## src/inc/frs_pkg.sv

```systemverilog
// package for the fundamental reset tail sequencer: map, fields, modes, timing
`default_nettype none
package frs_pkg;
  // ****************************************************************
  // register byte offsets
  // ****************************************************************
  localparam logic [4:0] OFF_CTRL = 5'h00; // switch_control_reg
  localparam logic [4:0] OFF_SWSTAT = 5'h04; // switch_status_reg
  localparam logic [4:0] OFF_SMBSTAT = 5'h08; // smbus_status_reg
  localparam logic [4:0] OFF_IRQSTAT = 5'h0C; // sticky event status, read only
  localparam logic [4:0] OFF_IRQEN = 5'h10; // event enable
  localparam logic [4:0] OFF_IRQCLR = 5'h14; // write one to clear, reads zero
  localparam logic [4:0] OFF_STRAPS = 5'h18; // sampled straps, read only

  // ****************************************************************
  // field positions
  // ****************************************************************
  localparam int CTRL_HALT_BIT = 0;
  localparam int SW_HALTPIN_BIT = 0;
  localparam int SW_NORMAL_BIT = 1;
  localparam int SW_HALTED_BIT = 2;
  localparam int SW_STATE_LSB = 4;
  localparam int SMB_DONE_BIT = 0;
  localparam int SMB_ERR_BIT = 1;
  localparam int SMB_CODE_LSB = 4;
  localparam int EV_DONE = 0;
  localparam int EV_ERR = 1;
  localparam int EV_HALT = 2;
  localparam int EV_NORMAL = 3;
  localparam int NUM_EV = 4;

  // ****************************************************************
  // reset values and strap decode
  // ****************************************************************
  localparam logic [31:0] RST_WORD = 32'h0000_0000;
  localparam logic [NUM_EV-1:0] RST_EV = 4'h0;
  localparam int TEST_MODE_BIT = 3; // mode codes with this bit set are test modes
  localparam int EE_MODE_BIT = 0; // non-test mode codes with this bit set load the EEPROM
  localparam logic [6:0] SLV_ADDR_BASE = 7'h50; // fixed bits of the slave address

  // ****************************************************************
  // timing
  // ****************************************************************
  localparam int CLK_HZ = 10_000_000;
  localparam int LINK_TRAIN_MS = 20;
  localparam int CFG_READY_MS = 100;

  // ****************************************************************
  // types
  // ****************************************************************
  typedef struct packed {
    logic [3:0] opMode; // operating_mode_straps
    logic masterSlowSel; // master_smbus_slow_select
    logic [3:0] slvAddrStraps; // slave_smbus_addr_straps 5,3,2,1
  } frs_straps_t;

  typedef struct packed {
    logic valid;
    logic isCfg;
  } frs_rx_t;

  typedef enum logic [3:0] {
    ST_WAIT, ST_QUASI, ST_SPEED, ST_SLV_INIT, ST_MST_INIT,
    ST_EE_LOAD, ST_HALT_CHK, ST_HALTED, ST_NORMAL
  } frs_state_t;
endpackage : frs_pkg
`default_nettype wire

```

## src/hdl/frs_sequencer.sv

```systemverilog
// reset sequencer tail: quasi-reset release, SMBus bring-up, EEPROM load, halt
//
// Overview of operation
// - release stacks into quasi-reset unless test mode
// - links start training within 20 ms
// - config requests retried within 100 ms
// - non-config traffic ignored during quasi-reset
// - slow-select strap picks 100 or 400 KHz
// - slave SMBus up, address from straps 5,3:1
// - master SMBus up after slave, before EEPROM
// - EEPROM modes load registers via master SMBus
// - EEPROM error aborts, sets halt, logs error
// - done flag set on finish or error
// - halt holds core reset, keeps SMBus/CSR/stacks
// - halt lasts until slave SMBus clears bit
// - no halt or halt cleared: normal operation
// - halt pin during sequencing sets halt bit
// - operating mode from straps at release
//
// Our own choices: the address map and register access over Avalon-MM.
`timescale 1ns/100ps
`default_nettype none
module frs_sequencer
  import frs_pkg::*;
#(
  parameter int LINK_CYC = LINK_TRAIN_MS * (CLK_HZ / 1000),
  parameter int CFG_CYC = CFG_READY_MS * (CLK_HZ / 1000)
) (
  // clock and reset
  input wire logic clk_sys,
  input wire logic reset_n,
  // reset condition, straps and halt pin
  input wire logic fundamental_reset_n,
  input wire frs_straps_t straps,
  input wire logic reset_halt,
  // SMBus interface bring-up
  output logic slvSmbusEn,
  output logic [6:0] slvSmbusAddr,
  input wire logic slvInitDone,
  output logic mstSmbusEn,
  output logic mstSmbusSlow,
  input wire logic mstInitDone,
  // EEPROM loader
  output logic eeLoadGo,
  input wire logic eeLoadDone,
  input wire logic eeLoadErr,
  input wire logic [3:0] eeErrCode,
  // stacks and received traffic
  output logic stackReset_n,
  output logic linkTrainEn,
  output logic cfgRetryEn,
  input wire frs_rx_t rx,
  output logic cplRetry,
  output logic rxDrop,
  output logic rxPass,
  output logic coreReset_n,
  // register bus, reached through the slave SMBus bridge
  input wire logic [4:0] avs_address,
  input wire logic avs_read,
  input wire logic avs_write,
  input wire logic [31:0] avs_writedata,
  output logic [31:0] avs_readdata,
  output logic avs_waitrequest,
  // interrupt
  output logic irq
);
  // ****************************************************************
  // state
  // ****************************************************************
  frs_state_t state_reg, state_next;
  frs_straps_t straps_reg;
  logic freshRelease_reg;
  logic [19:0] relCnt_reg;
  logic halt_reg, haltPinSeen_reg;
  logic eeDone_reg, eeErr_reg;
  logic [3:0] eeCode_reg;
  logic [NUM_EV-1:0] evStat_reg, evEn_reg, evHit;
  logic inQuasi, isTestMode, isEeMode, sequencing;
  logic stackRelease;

  // strap decode, taken from the value latched at release
  assign isTestMode = straps_reg.opMode[TEST_MODE_BIT];
  assign isEeMode = straps_reg.opMode[EE_MODE_BIT] & ~isTestMode;
  assign sequencing = state_reg != ST_WAIT && state_reg != ST_NORMAL;
  assign inQuasi = stackRelease & (state_reg != ST_NORMAL);
  assign stackRelease = (state_reg != ST_WAIT) & ~isTestMode;

  // ****************************************************************
  // bus decode
  // ****************************************************************
  logic busAck, doWrite;
  logic hitCtrl, hitEn, hitClr;
  logic [31:0] readMux;
  logic haltClrWr, haltSetWr;
  assign busAck = (avs_read | avs_write) & avs_waitrequest;
  assign doWrite = avs_write & ~avs_waitrequest;
  assign hitCtrl = doWrite & (avs_address == OFF_CTRL);
  assign hitEn = doWrite & (avs_address == OFF_IRQEN);
  assign hitClr = doWrite & (avs_address == OFF_IRQCLR);
  assign haltClrWr = hitCtrl & ~avs_writedata[CTRL_HALT_BIT];
  assign haltSetWr = hitCtrl & avs_writedata[CTRL_HALT_BIT];

  // read selection; unmapped and write-only words read zero
  always_comb begin
    readMux = RST_WORD;
    unique case (avs_address)
      OFF_CTRL: readMux[CTRL_HALT_BIT] = halt_reg;
      OFF_SWSTAT: begin
        readMux[SW_HALTPIN_BIT] = haltPinSeen_reg;
        readMux[SW_NORMAL_BIT] = state_reg == ST_NORMAL;
        readMux[SW_HALTED_BIT] = state_reg == ST_HALTED;
        readMux[SW_STATE_LSB +: 4] = state_reg;
      end
      OFF_SMBSTAT: begin
        readMux[SMB_DONE_BIT] = eeDone_reg;
        readMux[SMB_ERR_BIT] = eeErr_reg;
        readMux[SMB_CODE_LSB +: 4] = eeCode_reg;
      end
      OFF_IRQSTAT: readMux[NUM_EV-1:0] = evStat_reg;
      OFF_IRQEN: readMux[NUM_EV-1:0] = evEn_reg;
      OFF_STRAPS: readMux[8:0] = straps_reg;
      default: readMux = RST_WORD;
    endcase
  end

  // one wait cycle, then a single ready cycle with data held in a flop
  always_ff @(posedge clk_sys) begin
    if (!reset_n) begin
      avs_waitrequest <= 1'b1;
      avs_readdata <= RST_WORD;
    end else begin
      avs_waitrequest <= ~busAck;
      if (busAck && avs_read) avs_readdata <= readMux;
    end
  end

  // ****************************************************************
  // sequencer
  // ****************************************************************
  // init steps advance only once done is reported, the load step on done or error; ST_QUASI, ST_SPEED and ST_HALT_CHK take one cycle
  always_comb begin
    state_next = state_reg;
    unique case (state_reg)
      ST_WAIT: if (freshRelease_reg) state_next = ST_QUASI;
      ST_QUASI: state_next = ST_SPEED;
      ST_SPEED: state_next = ST_SLV_INIT;
      ST_SLV_INIT: if (slvInitDone) state_next = ST_MST_INIT;
      ST_MST_INIT: if (mstInitDone) state_next = isEeMode ? ST_EE_LOAD : ST_HALT_CHK;
      ST_EE_LOAD: if (eeLoadDone | eeLoadErr) state_next = ST_HALT_CHK;
      ST_HALT_CHK: state_next = halt_reg ? ST_HALTED : ST_NORMAL;
      ST_HALTED: if (!halt_reg) state_next = ST_NORMAL;
      ST_NORMAL: state_next = ST_NORMAL;
    endcase
  end

  // state and release flag at release of the fundamental reset
  always_ff @(posedge clk_sys) begin
    if (!reset_n || !fundamental_reset_n) begin
      state_reg <= ST_WAIT;
      freshRelease_reg <= 1'b0;
    end else begin
      state_reg <= state_next;
      freshRelease_reg <= state_reg == ST_WAIT;
    end
  end

  // straps stay frozen after the sequence leaves the wait step
  always_ff @(posedge clk_sys) begin
    if (!reset_n) straps_reg <= '0;
    else if (state_reg == ST_WAIT) straps_reg <= straps;
  end

  // time since release, saturating at the config deadline
  always_ff @(posedge clk_sys) begin
    if (!reset_n || state_reg == ST_WAIT) relCnt_reg <= '0;
    else if (relCnt_reg < 20'(CFG_CYC)) relCnt_reg <= relCnt_reg + 20'h00001;
  end

  // ****************************************************************
  // halt bit and EEPROM status
  // ****************************************************************
  // hardware set wins over a clearing write in the same cycle
  always_ff @(posedge clk_sys) begin
    if (!reset_n || state_reg == ST_WAIT) begin
      halt_reg <= 1'b0;
      haltPinSeen_reg <= 1'b0;
    end else begin
      if (reset_halt && sequencing) haltPinSeen_reg <= 1'b1;
      if ((reset_halt && sequencing && state_reg != ST_HALTED) || haltSetWr)
        halt_reg <= 1'b1;
      else if (state_reg == ST_EE_LOAD && eeLoadErr) halt_reg <= 1'b1;
      else if (haltClrWr) halt_reg <= 1'b0;
    end
  end

  // done flag and error record of the EEPROM load
  always_ff @(posedge clk_sys) begin
    if (!reset_n || state_reg == ST_WAIT) begin
      eeDone_reg <= 1'b0;
      eeErr_reg <= 1'b0;
      eeCode_reg <= 4'h0;
    end else if (state_reg == ST_EE_LOAD && (eeLoadDone || eeLoadErr)) begin
      eeDone_reg <= 1'b1;
      eeErr_reg <= eeLoadErr;
      eeCode_reg <= eeLoadErr ? eeErrCode : 4'h0;
    end
  end

  // ****************************************************************
  // outputs to SMBus, loader, stacks and core
  // ****************************************************************
  logic [6:0] slvAddrNext;
  assign slvAddrNext = {SLV_ADDR_BASE[6], straps_reg.slvAddrStraps[3], SLV_ADDR_BASE[4],
                        straps_reg.slvAddrStraps[2:0], SLV_ADDR_BASE[0]};

  // enables stay up once their step is reached; loader start is a level
  always_ff @(posedge clk_sys) begin
    if (!reset_n || state_reg == ST_WAIT) begin
      mstSmbusSlow <= 1'b0;
      slvSmbusEn <= 1'b0;
      slvSmbusAddr <= SLV_ADDR_BASE;
      mstSmbusEn <= 1'b0;
      eeLoadGo <= 1'b0;
    end else begin
      if (state_reg == ST_SPEED) mstSmbusSlow <= straps_reg.masterSlowSel;
      if (state_reg == ST_SPEED) slvSmbusAddr <= slvAddrNext;
      if (state_reg == ST_SPEED) slvSmbusEn <= 1'b1;
      if (state_reg == ST_SLV_INIT && slvInitDone) mstSmbusEn <= 1'b1;
      eeLoadGo <= state_next == ST_EE_LOAD;
    end
  end

  // stacks leave reset at the first step unless in test mode; core waits for normal operation
  always_ff @(posedge clk_sys) begin
    if (!reset_n) begin
      stackReset_n <= 1'b0;
      linkTrainEn <= 1'b0;
      cfgRetryEn <= 1'b0;
      coreReset_n <= 1'b0;
    end else begin
      stackReset_n <= stackRelease;
      linkTrainEn <= stackRelease;
      cfgRetryEn <= inQuasi;
      coreReset_n <= state_reg == ST_NORMAL;
    end
  end

  // received traffic: retry config, drop the rest until normal operation
  always_ff @(posedge clk_sys) begin
    if (!reset_n) begin
      cplRetry <= 1'b0;
      rxDrop <= 1'b0;
      rxPass <= 1'b0;
    end else begin
      cplRetry <= rx.valid & rx.isCfg & inQuasi;
      rxDrop <= rx.valid & ~(rx.isCfg & inQuasi) & (state_reg != ST_NORMAL);
      rxPass <= rx.valid & (state_reg == ST_NORMAL);
    end
  end

  // ****************************************************************
  // interrupts
  // ****************************************************************
  assign evHit[EV_DONE] = state_reg == ST_EE_LOAD && (eeLoadDone || eeLoadErr);
  assign evHit[EV_ERR] = state_reg == ST_EE_LOAD && eeLoadErr;
  assign evHit[EV_HALT] = state_reg == ST_HALT_CHK && halt_reg;
  assign evHit[EV_NORMAL] = state_reg != ST_NORMAL && state_next == ST_NORMAL;

  // sticky bits; a new event beats a clear in the same cycle
  genvar gi;
  generate
    for (gi = 0; gi < NUM_EV; gi++) begin : g_ev
      always_ff @(posedge clk_sys) begin
        if (!reset_n) evStat_reg[gi] <= 1'b0;
        else if (evHit[gi]) evStat_reg[gi] <= 1'b1;
        else if (hitClr && avs_writedata[gi]) evStat_reg[gi] <= 1'b0;
      end
    end
  endgenerate

  // enable register and level interrupt
  always_ff @(posedge clk_sys) begin
    if (!reset_n) begin
      evEn_reg <= RST_EV;
      irq <= 1'b0;
    end else begin
      if (hitEn) evEn_reg <= avs_writedata[NUM_EV-1:0];
      irq <= |(evStat_reg & evEn_reg);
    end
  end

  // ****************************************************************
  // assertions
  // ****************************************************************
  quasi_release_a: assert property (@(posedge clk_sys) disable iff (!reset_n)
    (state_reg == ST_QUASI && !isTestMode) |=> stackReset_n && !coreReset_n)
    else $error("stacks not released into quasi-reset");
  link_deadline_a: assert property (@(posedge clk_sys) disable iff (!reset_n)
    (sequencing && !isTestMode && relCnt_reg >= 20'(LINK_CYC)) |-> linkTrainEn)
    else $error("link training not started by deadline");
  cfg_retry_a: assert property (@(posedge clk_sys) disable iff (!reset_n)
    (rx.valid && rx.isCfg && cfgRetryEn && inQuasi) |=> cplRetry)
    else $error("config request not retried");
  drop_other_a: assert property (@(posedge clk_sys) disable iff (!reset_n)
    (rx.valid && !rx.isCfg && state_reg != ST_NORMAL) |=> rxDrop && !cplRetry && !rxPass)
    else $error("non-config traffic not ignored");
  speed_pick_a: assert property (@(posedge clk_sys) disable iff (!reset_n)
    (state_reg == ST_SPEED) |=> mstSmbusSlow == $past(straps_reg.masterSlowSel))
    else $error("master SMBus speed wrong");
  slave_first_a: assert property (@(posedge clk_sys) disable iff (!reset_n)
    mstSmbusEn |-> slvSmbusEn && slvSmbusAddr == slvAddrNext)
    else $error("master SMBus up before slave");
  ee_error_a: assert property (@(posedge clk_sys) disable iff (!reset_n)
    (state_reg == ST_EE_LOAD && eeLoadErr && fundamental_reset_n)
      |=> halt_reg && eeDone_reg && eeErr_reg ##1 state_reg == ST_HALTED)
    else $error("EEPROM error did not halt");
  halt_hold_a: assert property (@(posedge clk_sys) disable iff (!reset_n)
    (state_reg == ST_HALTED) |-> !coreReset_n && slvSmbusEn && mstSmbusEn)
    else $error("halt state leaked core reset");
  halt_release_a: assert property (@(posedge clk_sys) disable iff (!reset_n)
    (state_reg == ST_HALTED && !halt_reg && fundamental_reset_n)
      |=> state_reg == ST_NORMAL ##1 coreReset_n)
    else $error("halt clear did not start operation");
  strap_freeze_a: assert property (@(posedge clk_sys) disable iff (!reset_n)
    (state_reg != ST_WAIT && $past(state_reg) != ST_WAIT) |-> $stable(straps_reg))
    else $error("straps changed after release");
  // bring-up outputs, status capture and the register path
  slave_addr_a: assert property (@(posedge clk_sys) disable iff (!reset_n)
    (state_reg == ST_SPEED) |=> slvSmbusEn && slvSmbusAddr == slvAddrNext)
    else $error("slave SMBus not set up from straps");
  ee_start_a: assert property (@(posedge clk_sys) disable iff (!reset_n)
    (state_reg == ST_EE_LOAD) |-> eeLoadGo)
    else $error("EEPROM load step without loader start");
  ee_done_a: assert property (@(posedge clk_sys) disable iff (!reset_n)
    (state_reg == ST_EE_LOAD && (eeLoadDone || eeLoadErr)) |=> eeDone_reg)
    else $error("EEPROM done flag not set");
  halt_pin_a: assert property (@(posedge clk_sys) disable iff (!reset_n)
    (reset_halt && sequencing && state_reg != ST_HALTED) |=> halt_reg && haltPinSeen_reg)
    else $error("halt pin not recorded");
  irq_level_a: assert property (@(posedge clk_sys) disable iff (!reset_n)
    (|(evStat_reg & evEn_reg)) |=> irq)
    else $error("enabled event without interrupt");
  bus_answer_a: assert property (@(posedge clk_sys) disable iff (!reset_n)
    ((avs_read || avs_write) && avs_waitrequest) |=> !avs_waitrequest)
    else $error("register access not answered in one cycle");
endmodule : frs_sequencer
`default_nettype wire

```

## config.mk

```make
export PLATFORM = sky130hd
export DESIGN_NAME = frs_sequencer
export DESIGN_NICKNAME = d
export VERILOG_FILES = /design/src/inc/frs_pkg.sv /design/src/hdl/frs_sequencer.sv
export SDC_FILE = /design/constraint.sdc
export NUM_CORES = 1
export LEC_CHECK = 0
export CELL_PAD_IN_SITES_DETAIL_PLACEMENT = 0
export CELL_PAD_IN_SITES_GLOBAL_PLACEMENT = 1
export CORE_ASPECT_RATIO = 2
export CORE_MARGIN = 3
export CORE_UTILIZATION = 40
export DETAILED_ROUTE_END_ITERATION = 10
export DONT_BUFFER_PORTS = 1
export GPL_TIMING_DRIVEN = 0
export PLACE_DENSITY = 0.76
export SLEW_MARGIN = 20
export SYNTH_ARGS = -nofsm -noshare
export SYNTH_HDL_FRONTEND = slang
export SYNTH_SLANG_ARGS = --single-unit
```

## constraint.sdc

```tcl
create_clock -name clk_sys -period 1.3 [get_ports clk_sys]
set_input_delay 0.26 -clock clk_sys [delete_from_list [all_inputs] [get_ports clk_sys]]
set_output_delay 0.26 -clock clk_sys [all_outputs]
set_load 0.03 [all_outputs]
```

# Word level (Yosys, flattened, before mapping)
# Cells that the tools add are included.
# totals
ramBits	0
mem_bits_ro	0
inputBits	62
reg_bits	55
memories	0
latch_bits	0
# classes
bitwise_logic	24
n_lt_le_gt_ge	0
n_shift	0
n_mul	0
n_reduce_logical	28
addsub	0
n_eq_ne	18
n_mux	26
div_mod_pow	0
# ops
cell	count
case mux 4 bit (9 select lines)	1
two-way mux 4 bit	7
equality test 4 x 3 -> 1 bit, second input constant	5
bitwise AND 1 bit	16
equality test 5 bit, second input constant	3
logical AND 1 bit	13
two-way mux 1 bit	12
case mux 4 bit (3 select lines)	1
equality test 5 x 4 -> 1 bit, second input constant	2
equality test 4 x 2 -> 1 bit, second input constant	2
equality test 4 bit, second input constant	2
nonzero test 2 bit	4
case mux 1 bit (6 select lines)	1
equality test 5 x 3 -> 1 bit, second input constant	1
logical NOT 5 bit	1
inverter 1 bit	5
case mux 1 bit (5 select lines)	1
bitwise AND 4 bit	1
equality test 4 x 1 -> 1 bit, second input constant	1
logical NOT 4 bit	1
logical OR 1 bit	4
inequality test 4 x 3 -> 1 bit, second input constant	1
inequality test 4 bit, second input constant	1
case mux 1 bit (4 select lines)	1
7 further kinds	9

# Logic depth before layout (Yosys ltp)
# Gate-level depths: netlist of run 1.
# depth
ltp_word	8
ltp_mapped	7
ltp_nobuf	5

# Least setup slack after synthesis of run 1
# Ideal clock, no wire load.
# synth_timing
path_type	reg2reg
startpoint	reg avs_waitrequest
endpoint	reg avs_readdata[4]
stages_incl_launch_ff	5
path_slack_ns	-0.004
t_arrival_ns	1.224
synth_period_minus_slack_ns	1.304
n_path_buf	1
path_cell_list	dfxtp_1 and2_1 clkbuf_1 nor2_1 nor3b_1
# synth_between
elab_chain_cells	2
# synth_rtl
item	line_no	rtl
start: declaration	frs_sequencer.sv:63	output logic avs_waitrequest,
start signal: assignment	frs_sequencer.sv:132	avs_waitrequest <= ~busAck;
bitwise AND 1 bit	frs_sequencer.sv:95	assign busAck = (avs_read | avs_write) & avs_waitrequest;
logical AND 1 bit	frs_sequencer.sv:133	if (busAck && avs_read) avs_readdata <= readMux;
end signal: assignment	frs_sequencer.sv:133	
end: declaration	frs_sequencer.sv:62	output logic [31:0] avs_readdata,
# Every way passes these cells.
# A chain may end at the register's enable or synchronous reset.

# Final worst setup path of run 1
# layout_timing
startpoint	reg state_reg[3]
endpoint	reg eeLoadGo
# layout_between
elab_chain_cells	3
# layout_rtl
item	line_no	rtl
start: declaration	frs_sequencer.sv:70	frs_state_t state_reg, state_next;
start signal: assignment	frs_sequencer.sv:162	state_reg <= state_next;
equality test 4 bit, or another cell as far along	frs_sequencer.sv:143	unique case (state_reg)
case mux 4 bit (9 select lines)	frs_sequencer.sv:143	
equality test 4 x 3 -> 1 bit	frs_sequencer.sv:229	eeLoadGo <= state_next == ST_EE_LOAD;
end signal: assignment	frs_sequencer.sv:223	eeLoadGo <= 1'b0;
end signal: assignment	frs_sequencer.sv:229	
end: declaration	frs_sequencer.sv:44	output logic eeLoadGo,
# Several ways; a longest one is shown, not always the timed one.

==> results.toml, run 1 <==
[status]
status = "finished, violations left"
failed_checks = "setup timing"

[power]
p_leak_nw = 1.32
power_density_nw_per_um2 = 1130
ir_drop_v = 0.000682

[drt]
initialDrtViolationCount = 82
via_count = 2303
dr.pass1.iters = 4
postRouteAntennaNets = 0
drc_errors = 0
vias_per_cell = 5.23
finalWirelength_mm = 7.43
wl_per_cell_um = 16.9

[timing]
worst_pin_slew_ns = 0.496
fin_ws_ns = -0.0753
maxSlewViolCount = 0
post-route-period-util_pct = 106
rsz0062_at_grt = "true"
setup_viol = 8
period_needed_ns = 1.38
finalHoldWorstSlack_ns = 0.0640
relSlewSlack_pct = 66.7
fmax_mhz = 727
finalHoldViolCount = 0
skew_ns = 0.00460

[synth]
yosysUniqueCellTypes = 53
ys_async_sr_fraction_pct = 0
synth_top_area_share_pct = 40.8
yosys.area.top_type = "dfxtp_1"
yosysMostFrequentCell = "dfxtp_1"
yosysWarnings = 0
synth_area_per_cell_um2 = 8.76
synth_edf_count = 0
synthCells = 308
ys_top_cells_by_area = "dfxtp_1 41%, buf_4 8.1%, nand2_1 5.6%"
synthFlopType = "dfxtp_1"
seq_area_frac_synth_pct = 40.8
syn_area_um2 = 2700
synth_common_cells = "55 x dfxtp_1, 40 x nand2_1, 33 x nor2_1"
ys_ff_latch = 55

[finish]
area_growth_pct = 25.7
drive_gt1_share_pct = 31.6
diodes = 0
regMostFlops = "avs_readdata"
stdcell_count = 440
final_nets = 415
largest_reg_flops = 9

[worst_hold_path]
hold_class = "input pin to flop"
hold_depth = 1

[placement]
dpl.hpwl_mm = 5.53
gp_congestion = 0.950
io_buffer_count = 0
place_inst = 418

[global_route]
antenna_found_initial = 0
grt_pass1_wl_mm = 11.6
grt_start_max_net_pins = 18
grt-ovfl-total = 0
grt_pass1_vias = 2274
grt_usage_pct = 19.4

[clock_tree]
clock_latency_ns = 0.30
htreeDepth = 2
clkTransAtPathRegs_ns = 0.07
cts_tree = "done"
cts-root-buf = "clkbuf_16"
cts_num_sinks = 55
cts_hold_buf = 0
cts_buffers = 5
clockBufferDepth = 2

[worst_setup_path]
r2r_cells = 6
cp_max_fo = 7
cp.required_ns = 1.51
path_class = "flop to flop"
critPathCaptureType = "flop"
crit_arrival_ns = 1.59
start_kind = "flop"

[die]
dieArea_um2 = 7830
die_x_um = 64.1
die_h_um = 122
rows = 41
initial_utilization_pct = 42.1
core_um2 = 6410
io_pins = 114

[run]
drv_cap = 0
## through the flow
step                setup TNS [ns]  total power, W  utilization (%)  instance area, µm²  worst slack, ns
global route                 -1.41         0.00396             52.9                3390           -0.140
detailed placement           -5.92         0.00225             45.2                2900           -0.277
global placement             -5.25         0.00224             45.2                2900           -0.244
floorplan                        0         0.00218                -                2790           0.0604
CTS                         -0.277         0.00382             50.0                3210          -0.0620
finish                      -0.188         0.00382             52.9                3390          -0.0753
## final timing paths
path                                               from                         end  slack, ns
worst max-delay path            state_reg[3]$_SDFF_PP0_         eeLoadGo$_SDFF_PP0_      -0.08
worst min register to register  eeDone_reg$_SDFFE_PP0P_     eeDone_reg$_SDFFE_PP0P_       0.44
worst min-delay path                           avs_read  avs_waitrequest$_SDFF_PN1_       0.06
worst max register to register  state_reg[3]$_SDFF_PP0_         eeLoadGo$_SDFF_PP0_      -0.08
## cells by family (layout without fill, tap and decap cells)
kind of cell    after synthesis  after routing  synth area share, %
buf+inv                      47             69                 11.9
xor+xnor                      1              1                0.325
other cells                   2             26                0.278
flops                        55             55                 40.8
simple gates                126            126                 24.6
compound gates               64             64                 16.8
mux                          13             13                 5.29
## critical path, cell delays in order (launching register included)
cell	delay [ns]
dfxtp_4	0.38
buf_12	0.13
nor2b_4	0.19
nand3_2	0.10
o21ai_2	0.14
o32ai_2	0.11
nor4_2	0.24
## cells in the final DEF, fill, tap and decap left out, types with 3 or more instances in the layout
cell and n:
a22oi_1 3, nor2_1 29, mux2i_1 12, a21boi_0 4, nor2b_2 4, clkbuf_1 4, o21ai_0 6, nor3b_1 6
nand3_1 8, a22o_1 4, buf_2 3, a21oi_1 13, nor2b_1 9, a22oi_2 4, conb_1 26, nand2_1 37
buf_6 9, clkbuf_16 5, nor2_2 5, buf_4 37, dfxtp_2 4, dfxtp_1 49, buf_8 3, a21boi_1 8
## cell type report
type                       count  area, µm²
fill                         626       3020
multi-input combinational    230       1510
sequential                    55       1110
buffer                        42        335
timing repair buffer          15        140
clock buffer                   6        129
tap                           86        108
clock inverter                 2       38.8
inverter                       4       17.5
## where the power goes
part	internal [W]	leakage, nW	total [W]	switching, W
clock network	0.000918	0.0815	0.00156	0.000640
logic	0.000181	0.784	0.000444	0.000264
registers	0.00173	0.451	0.00182	0.0000902
total	0.00283	1.32	0.00382	0.000994
## routing by layer
layer / wire length, µm / part of all wire, % / track usage, %
met1: 2510 / 34 / 19.5
met2: 4160 / 56 / 36.1
met3: 541 / 7.3 / 5.81
met4: 220 / 3.0 / 8.25
met5: 0 / 0 / 0
## repair_timing
action | 4_1_cts | 5_1_grt
pin swaps | 9 | 14
setup endpoints to repair | 42 | 44
resized for setup | 27 | 36
setup buffers | 9 | 5
gates cloned | 0 | 1
Power figures use the tool's default switching activity.
==> inputs of run 2 (changes only) <==
--- a/config.mk
+++ b/config.mk
@@ -14,6 +14,7 @@
 export DONT_BUFFER_PORTS = 1
 export GPL_TIMING_DRIVEN = 0
 export PLACE_DENSITY = 0.76
+export RECOVER_POWER = 25
 export SLEW_MARGIN = 20
 export SYNTH_ARGS = -nofsm -noshare
 export SYNTH_HDL_FRONTEND = slang
==> run 2 against run 1 <==
Compared with the run above:
- the run still ends with setup timing left
- via count about the same
- die area unchanged
- combinational power barely moved
- flip-flop and latch count did not move
- core utilization about the same
- worst setup slack is the same
- sequential power hardly changed
- routed wire length about the same
- clock-buffer cell count unchanged
- clock power barely moved
- critical endpoint unchanged
- largest power group unchanged
==> results.toml, run 2 (same netlist as run 1, synthesis figures left out) <==
[run]
drv_cap = 0

[timing]
skew_ns = 0.00460
setup_viol = 8
maxSlewViolCount = 0
post-route-period-util_pct = 106
fmax_mhz = 727
fin_ws_ns = -0.0753
relSlewSlack_pct = 66.7
worst_pin_slew_ns = 0.496
rsz0062_at_grt = "true"
period_needed_ns = 1.38
finalHoldViolCount = 0

[worst_setup_path]
critPathCaptureType = "flop"
cp_max_fo = 7
cp.required_ns = 1.51
path_class = "flop to flop"
start_kind = "flop"
crit_arrival_ns = 1.59

[drt]
via_count = 2302
drc_errors = 0
dr.pass1.iters = 4
vias_per_cell = 5.23
initialDrtViolationCount = 82
wl_per_cell_um = 16.9
finalWirelength_mm = 7.43
postRouteAntennaNets = 0

[clock_tree]
cts_tree = "done"
clkTransAtPathRegs_ns = 0.07
clock_latency_ns = 0.30
cts_num_sinks = 55
clockBufferDepth = 2
htreeDepth = 2
cts-root-buf = "clkbuf_16"
cts_buffers = 5

[power]
power_density_nw_per_um2 = 1130
ir_drop_v = 0.000682
p_leak_nw = 1.31

[global_route]
antenna_found_initial = 0
grt_pass1_vias = 2274
grt_usage_pct = 19.4
grt-ovfl-total = 0
grt_start_max_net_pins = 18
grt_pass1_wl_mm = 11.6

[finish]
regMostFlops = "avs_readdata"
final_nets = 415
fill_cells = 627
area_growth_pct = 25.7
largest_reg_flops = 9
mostFrequentLayoutCell = "dfxtp_1"
fin_area_um2 = 3390
final_core_util_pct = 52.9
diodes = 0
drive_gt1_share_pct = 31.4
final_cell_mix = "50 x dfxtp_1, 37 x nand2_1, 37 x buf_4"

[die]
die_h_um = 122
core_um2 = 6410
die_x_um = 64.1
initial_utilization_pct = 42.1
rows = 41
dieArea_um2 = 7830
io_pins = 114

[status]
status = "finished, violations left"
failed_checks = "setup timing"

[placement]
dpl.hpwl_mm = 5.53
io_buffer_count = 0
placed_cell_area_um2 = 2900
gp_congestion = 0.950

[worst_hold_path]
hold_class = "input pin to flop"
==> run 2: cell types whose count changed in the layout (fill, tap and decap cells not counted) <==
cell,before,now
dfxtp_1,49,50
and2_1,1,0
dfxtp_2,4,3
and2_0,0,1
==> run 2: layout make-up <==
class | count | area (µm²) | area share, %
multi-input cells | 230 | 1510 | 44.6
flip-flops and latches | 55 | 1110 | 32.8
repair buffers | 15 | 140 | 4.13
well taps | 86 | 108 | 3.17
clock buffers | 6 | 129 | 3.80
clock inverters | 2 | 38.8 | 1.14
plain buffers | 42 | 335 | 9.89
inverters | 4 | 17.5 | 0.516
==> run 2: final timing paths <==
kind,slack (ns),end,cells after the start,from
max,-0.08,eeLoadGo$_SDFF_PP0_,6,state_reg[3]$_SDFF_PP0_
min,0.06,avs_waitrequest$_SDFF_PN1_,1,avs_read
max reg2reg,-0.08,eeLoadGo$_SDFF_PP0_,6,state_reg[3]$_SDFF_PP0_
min reg2reg,0.44,eeDone_reg$_SDFFE_PP0P_,2,eeDone_reg$_SDFFE_PP0P_
==> run 2: layer usage <==
metal	vias to the layer above	wire length (µm)	GRT usage, %
met5	-	0	0
met1	1090	2520	19.5
met4	0	220	8.25
met2	86	4160	36.1
li1	1110	-	-
met3	16	541	5.81
==> run 2: power by group <==
part,leakage (nW),internal [W],switching [W]
clock network,0.0815,0.000918,0.000640
registers,0.450,0.00173,0.0000903
logic,0.783,0.000180,0.000264
total,1.31,0.00283,0.000993
==> run 2: worst max-delay path: stages, from the launching register on <==
cell and delay [ns]:
dfxtp_4 0.38, buf_12 0.13, nor2b_4 0.19, nand3_2 0.10
o21ai_2 0.14, o32ai_2 0.11, nor4_2 0.24
==> run 2: stage by stage <==
step / setup slack [ns] / hold WS [ns] / power [W] / setup TNS [ns] / cells
after floorplan: 0.0604 / 0.368 / 0.00218 / 0 / 332
after global placement: -0.244 / 0.373 / 0.00224 / -5.25 / 418
after detailed placement: -0.277 / 0.374 / 0.00225 / -5.92 / 418
after CTS: -0.0620 / 0.0572 / 0.00382 / -0.277 / 434
after global routing: -0.140 / 0.0665 / 0.00396 / -1.51 / 440
final: -0.0753 / 0.0639 / 0.00382 / -0.188 / 440
==> run 2: what timing repair did <==
action                                  in CTS  in global routing
gates resized for setup                     27                 36
setup buffers                                9                  5
cloned                                       0                  1
pin swaps                                    9                 14
hold endpoints to repair                     0                  0
endpoints found under the setup margin      42                 44
hold buffers                                 0                  0
